**src/hw/eil_defines.vh**
```
// Constants for the external interrupt latch block
`ifndef EIL_DEFINES_VH
`define EIL_DEFINES_VH
`define EIL_ADDR_STATUS_CTRL 8'h1E
`define EIL_ADDR_IRQ_STATUS 8'h20
`define EIL_ADDR_IRQ_MASK 8'h21
`define EIL_BIT_MODE 0
`define EIL_BIT_MASK 1
`define EIL_BIT_ACK 2
`define EIL_BIT_PEND 3
`define EIL_RST_STATUS_CTRL 8'h00
`define EIL_RST_IRQ_MASK 8'h00
`define EIL_EVT_LATCH 0
`define EIL_EVT_RELEASE 1
`define EIL_EVT_WIDTH 2
`endif

```
**src/hw/eil_pin_sync.v**
```verilog
// Two-stage synchroniser with falling-edge detect
`timescale 1ns/100ps
module eil_pin_sync (
	// Clock and reset
	input wire i_clk_sys,
	input wire i_rst_b,
	// Pin and result
	input wire i_pin_b,
	output reg o_level,
	output reg o_fall
);
	reg meta;
	reg prev;
	// RULE17: sync and compare
	always @(posedge i_clk_sys or negedge i_rst_b) begin
		if (!i_rst_b) begin
			meta <= 1'b1;
			o_level <= 1'b1;
			prev <= 1'b1;
			o_fall <= 1'b0;
		end else begin
			meta <= i_pin_b;
			o_level <= meta;
			prev <= o_level;
			o_fall <= prev & ~o_level;
		end
	end
endmodule // eil_pin_sync

```
**src/hw/eil_top.v**
```verilog
// External interrupt latch with status and control register
//
// The address-and-strobe port was left to the implementer.
`timescale 1ns/100ps
`include "eil_defines.vh"
// Overview of operation
// RULE1: A low on the pin, per the sensitivity, sets the latch.
// RULE2: A vector fetch acknowledge clears the latch with no software.
// RULE3: Writing one to the clear bit (bit 2) clears the latch.
// RULE4: Any reset clears the latch.
// RULE5: Falling edges always trigger; a select bit adds low levels.
// RULE6: Edge-only mode holds the request until an acknowledge or reset.
// RULE7: Level mode holds the request until acknowledge and pin high.
// RULE8: In level mode acknowledge and pin return may come in any order.
// RULE9: Reset clears latch and select bit even with the pin held low; a pin still low after reset release reads as a falling edge and sets the latch.
// RULE10: A set mask bit withholds the request from the priority logic.
// RULE11: The processor global mask blocks all requests outside here.
// RULE12: Register at 0x1E: bits 7-4 zero, 3 pending, 2 clear, 1 mask, 0 mode.
// RULE13: Select one means edges and levels; zero means edges only.
// RULE14: The pending flag reads the latch regardless of the mask.
// RULE15: The clear bit always reads zero.
// RULE16: Writing one to the mask disables requests, zero enables.
// RULE17: The pin is synchronised and edges found from two samples.
module eil_top #(
	parameter ADDR_W = 8,
	parameter DATA_W = 8
) (
	// Clock and reset
	input wire i_clk_sys,
	input wire i_rst_b,
	// Register port
	input wire [ADDR_W-1:0] i_addr,
	input wire [DATA_W-1:0] i_wdata,
	input wire i_wr,
	input wire i_rd,
	output reg [DATA_W-1:0] o_rdata,
	// External pin and processor side
	input wire i_irq_pin_b,
	input wire i_vector_fetch,
	output reg o_irq_req,
	output reg o_pin_level,
	// Block interrupt
	output reg o_int
);
	wire pin_level;
	wire pin_fall;
	reg latch;
	reg pend;
	reg next_pend;
	wire level_ev;
	reg mode;
	reg request_mask_bit;
	reg [`EIL_EVT_WIDTH-1:0] irq_status;
	reg [`EIL_EVT_WIDTH-1:0] irq_mask;
	reg [DATA_W-1:0] next_rdata;
	reg next_latch;
	wire wr_ctrl;
	wire ack;
	wire set_ev;
	wire [`EIL_EVT_WIDTH-1:0] evt;

	function hit;
		input [ADDR_W-1:0] a;
		input [7:0] r;
		begin
			hit = (a == r[ADDR_W-1:0]);
		end
	endfunction

	eil_pin_sync u_sync (
		.i_clk_sys(i_clk_sys),
		.i_rst_b(i_rst_b),
		.i_pin_b(i_irq_pin_b),
		.o_level(pin_level),
		.o_fall(pin_fall)
	);

	assign wr_ctrl = i_wr & hit(i_addr, `EIL_ADDR_STATUS_CTRL);
	// RULE2: vector fetch acknowledge
	// RULE3: software acknowledge
	assign ack = i_vector_fetch | (wr_ctrl & i_wdata[`EIL_BIT_ACK]);
	// RULE5: falling edge latches
	assign set_ev = pin_fall;
	// RULE13: mode adds level
	assign level_ev = mode & ~pin_level;

	// RULE6: edge mode hold
	// RULE7: level mode hold
	// RULE8: either order release
	always @* begin
		next_latch = latch;
		if (ack)
			next_latch = 1'b0;
		// RULE1: new trigger wins
		if (set_ev)
			next_latch = 1'b1;
		// In level mode a low level holds request past ack
		next_pend = next_latch | level_ev;
	end

	assign evt[`EIL_EVT_LATCH] = ~pend & next_pend;
	assign evt[`EIL_EVT_RELEASE] = pend & ~next_pend;

	// RULE4: reset clears latch
	// RULE9: reset clears mode
	always @(posedge i_clk_sys or negedge i_rst_b) begin
		if (!i_rst_b) begin
			latch <= 1'b0;
			pend <= 1'b0;
			mode <= 1'b0;
			request_mask_bit <= 1'b0;
			irq_status <= {`EIL_EVT_WIDTH{1'b0}};
			irq_mask <= {`EIL_EVT_WIDTH{1'b0}};
		end else begin
			latch <= next_latch;
			pend <= next_pend;
			// RULE16: mask write
			if (wr_ctrl) begin
				mode <= i_wdata[`EIL_BIT_MODE];
				request_mask_bit <= i_wdata[`EIL_BIT_MASK];
			end
			if (i_wr & hit(i_addr, `EIL_ADDR_IRQ_MASK))
				irq_mask <= i_wdata[`EIL_EVT_WIDTH-1:0];
			// Set wins over clear
			if (i_wr & hit(i_addr, `EIL_ADDR_IRQ_STATUS))
				irq_status <= (irq_status &
					~i_wdata[`EIL_EVT_WIDTH-1:0]) | evt;
			else
				irq_status <= irq_status | evt;
		end
	end

	// Read mux
	always @* begin
		next_rdata = {DATA_W{1'b0}};
		if (hit(i_addr, `EIL_ADDR_STATUS_CTRL)) begin
			// RULE12: register layout
			// RULE14: pending unmasked
			// RULE15: clear reads zero
			next_rdata[`EIL_BIT_PEND] = pend;
			next_rdata[`EIL_BIT_MASK] = request_mask_bit;
			next_rdata[`EIL_BIT_MODE] = mode;
		end else if (hit(i_addr, `EIL_ADDR_IRQ_STATUS)) begin
			next_rdata[`EIL_EVT_WIDTH-1:0] = irq_status;
		end else if (hit(i_addr, `EIL_ADDR_IRQ_MASK)) begin
			next_rdata[`EIL_EVT_WIDTH-1:0] = irq_mask;
		end
	end

	always @(posedge i_clk_sys or negedge i_rst_b) begin
		if (!i_rst_b) begin
			o_rdata <= {DATA_W{1'b0}};
			o_irq_req <= 1'b0;
			o_pin_level <= 1'b1;
			o_int <= 1'b0;
		end else begin
			o_rdata <= i_rd ? next_rdata : {DATA_W{1'b0}};
			// RULE10: mask gates request
			// RULE11: global mask is outside
			o_irq_req <= next_pend & ~request_mask_bit;
			o_pin_level <= pin_level;
			o_int <= |(irq_status & irq_mask);
		end
	end
endmodule // eil_top

```
**config.mk**
```make
export PLATFORM = sky130hd
export DESIGN_NAME = eil_top
export DESIGN_NICKNAME = d
export VERILOG_FILES = /design/src/hw/eil_pin_sync.v /design/src/hw/eil_top.v
export VERILOG_INCLUDE_DIRS = /design/src /design/src/hw
export SDC_FILE = /design/constraint.sdc
export NUM_CORES = 1
export LEC_CHECK = 0
export BUFFER_PORTS_ARGS = -buffer_cell sky130_fd_sc_hd__buf_2
export CORE_MARGIN = 4
export CORE_UTILIZATION = 40
export DETAILED_ROUTE_END_ITERATION = 16
export GPL_ROUTABILITY_DRIVEN = 0
export GPL_TIMING_DRIVEN = 0
export PLACE_DENSITY_LB_ADDON = 0.1
export RECOVER_POWER = 25
export SYNTH_ARGS = -nofsm -noshare
export SYNTH_HDL_FRONTEND = slang
export SYNTH_SLANG_ARGS = --single-unit
export TNS_END_PERCENT = 50
```
**constraint.sdc**
```tcl
create_clock -name i_clk_sys -period 1.1 [get_ports i_clk_sys]
set_input_delay 0.165 -clock i_clk_sys [delete_from_list [all_inputs] [get_ports i_clk_sys]]
set_output_delay 0.165 -clock i_clk_sys [all_outputs]
set_load 0.1 [all_outputs]
```
==> metrics <==
sequential share of the synthesized area=56.4%; hold path startpoint=i_rd; Skew-Pair Late Insertion Delay=0.29 ns; FF+latch count, synth=17; Netlist Area Pre-Place=761 µm²; diodes inserted=0; Placement Cell Area=917 µm²; CP Class=in2reg; nets=116; post-route setup slack=-0.292 ns; fmax=0.718 GHz; core area=1760 µm²; largest net degree at the start of global routing=18; Pre-antenna DRT Iters=4; share of layout cells above drive strength 1=58.1%; tightest hold margin=0.128 ns; Crit path max-delay family=simple AND/OR/NAND/NOR gates; Final Hold Vio Count=0; Worst EP arrival=1.57 ns; fill cell count=155; final setup fails=9; prevailing post-synth register cell=dfrtp_1; asr flop ratio synth=100%; chip height=51.6 µm; Power Dens Cells=1210 nW/µm²; Syn Area/Cell=13.1 µm²; Detail Route Antenna Nets=0; Largest Register=o_rdata; number of buffers created by CTS=3; Final Instance Area=1080 µm²; initial antenna violation count=0; # IOs=33; crit share post-route=127%; dpl hpwl=1.08 mm; grt met3 use=2.58%; RSZ-0062 raised after global routing=yes; GR Util All Layers=11.9%; routed wire length=1.45 mm; Longest Clk Path Bufs=2; max_cap viols=0; CTS sink count=17; worst path cell trace=buf_6 > or4_4 > nor4b_4 > and3_4 > mux2_4; CTS tree=yes; Vias=572; count of cell types in the netlist=25; first-pass GRT wire length=2.36 mm; clk slew on worst S/H paths=0.10 ns; EDFF count, synth=0; Rows=15; Min-Delay Path Class=in2reg; peak fanout along the critical path=2; failing checks=negative setup slack; Max Slew Vio Count=0; Layout area overhead=42.3%; commonest cells after routing, fill and taps aside=buf_2, dfrtp_1, buf_4, conb_1, buf_6; CTS root buf=clkbuf_4; CP bufs+invs=1; met1 GRT Util=15.9%; Residual DRC=0; mean routed wirelength per cell=12.3 µm; Via-to-Cell Ratio=4.85; Detailed Route Iter0 Violations=4; utilization after layout=61.3%; number of port buffers=22; die footprint=2660 µm²; crit start category=input port; number of global-route vias before repair=561; Critical Path RT=1.28 ns; pre-CTS WS=-0.773 ns; Cells after Synth=58; H-tree levels=1; setup total negative slack=-1.19 ns; GR Overflow Total=0; R2R Path Start=mode$_DFFE_PN0N_; die width=51.6 µm; synth warn=0; fin crit period=1.39 ns; Setup crit end kind=flop; Leak Pwr=0.512 nW; worst stage delay on the critical path=0.53 ns; status=complete, but fails checks; clk_skew=0.00260 ns; gr busiest metal=met2; M2 GR Usage=18.4%; CP startpoint=i_addr[6]; top flop regs=o_rdata x3, irq_mask x2, irq_status x2; max reg flops=3; initial core utilization=43.1%; critical path's slowest cell=or4_4; VDD IR max=0.986 mV
[stage by stage]
| stage | cells | power [mW] |
|---|---|---|
| 2_1_floorplan | 62 | 0.882 |
| 3_3_place_gp | 109 | 0.951 |
| 3_5_place_dp | 109 | 0.953 |
| 4_1_cts | 118 | 1.31 |
| 5_1_grt | 118 | 1.37 |
| 6_report | 118 | 1.31 |
[metal layers]
layer	routed length [µm]	vias to the layer above
met2	695	28
met3	113	4
met5	0	-
met1	622	273
li1	-	267
met4	19	0
[area by class of cell]
cell class / count / area [µm²] / area share (%)
sequential: 17 / 429 / 39.7
timing repair buffer: 27 / 201 / 18.6
clock buffer: 4 / 26.3 / 2.43
multi-input combinational: 38 / 349 / 32.3
buffer: 5 / 37.5 / 3.47
tap: 25 / 31.3 / 2.89
inverter: 2 / 7.51 / 0.694
[power breakdown]
part / total (mW) / switching (mW) / internal [mW]
sequential: 0.678 / 0.0208 / 0.657
combinational: 0.304 / 0.205 / 0.0986
clock: 0.332 / 0.191 / 0.141
total: 1.31 / 0.418 / 0.896
[logic make-up after synthesis]
logic type | Yosys count | synth area share [%]
AOI/OAI and AO/OA | 8 | 8.55
muxes | 6 | 9.87
other | 1 | 0.493
and+or+nand+nor | 19 | 18.7
buffers and inverters | 7 | 5.92
DFF | 17 | 56.4
[cells in the mapped netlist (2+ instances only)]
cell type | instances | area share [%]
a22o_1 | 2 | 2.3
a22oi_1 | 2 | 2.0
buf_4 | 5 | 4.9
dfrtp_1 | 14 | 46
dfstp_2 | 3 | 10
inv_1 | 2 | 0.99
mux2_2 | 4 | 5.9
mux2_4 | 2 | 3.9
nand2_1 | 2 | 0.99
nand3_1 | 3 | 2.0
nor2b_1 | 5 | 4.1
[repair_timing]
action / CTS / global route
pin swaps: 5 / 4
setup endpoints to repair: 17 / 15
setup buffers: 3 / 0
endpoints found under the hold margin: 15 / 0
gates resized for setup: 17 / 6
hold buffers: 2 / 0
cloned: 0 / 0
[final timing paths]
kind / end / slack (ns) / cells past startpoint
hold reg to reg: u_sync.o_level$_DFF_PN1_ / 0.37 / 0
min in group asynchronous: irq_status[0]$_DFF_PN0_ / 0.33 / 2
hold / removal: o_rdata[0]$_DFF_PN0_ / 0.13 / 2
setup reg to reg: irq_status[1]$_DFF_PN0_ / -0.10 / 4
setup / recovery: irq_mask[0]$_DFFE_PN0P_ / -0.29 / 5
max in group asynchronous: u_sync.prev$_DFF_PN1_ / 0.45 / 2
Note: power is estimated with default switching activity, not from simulation.
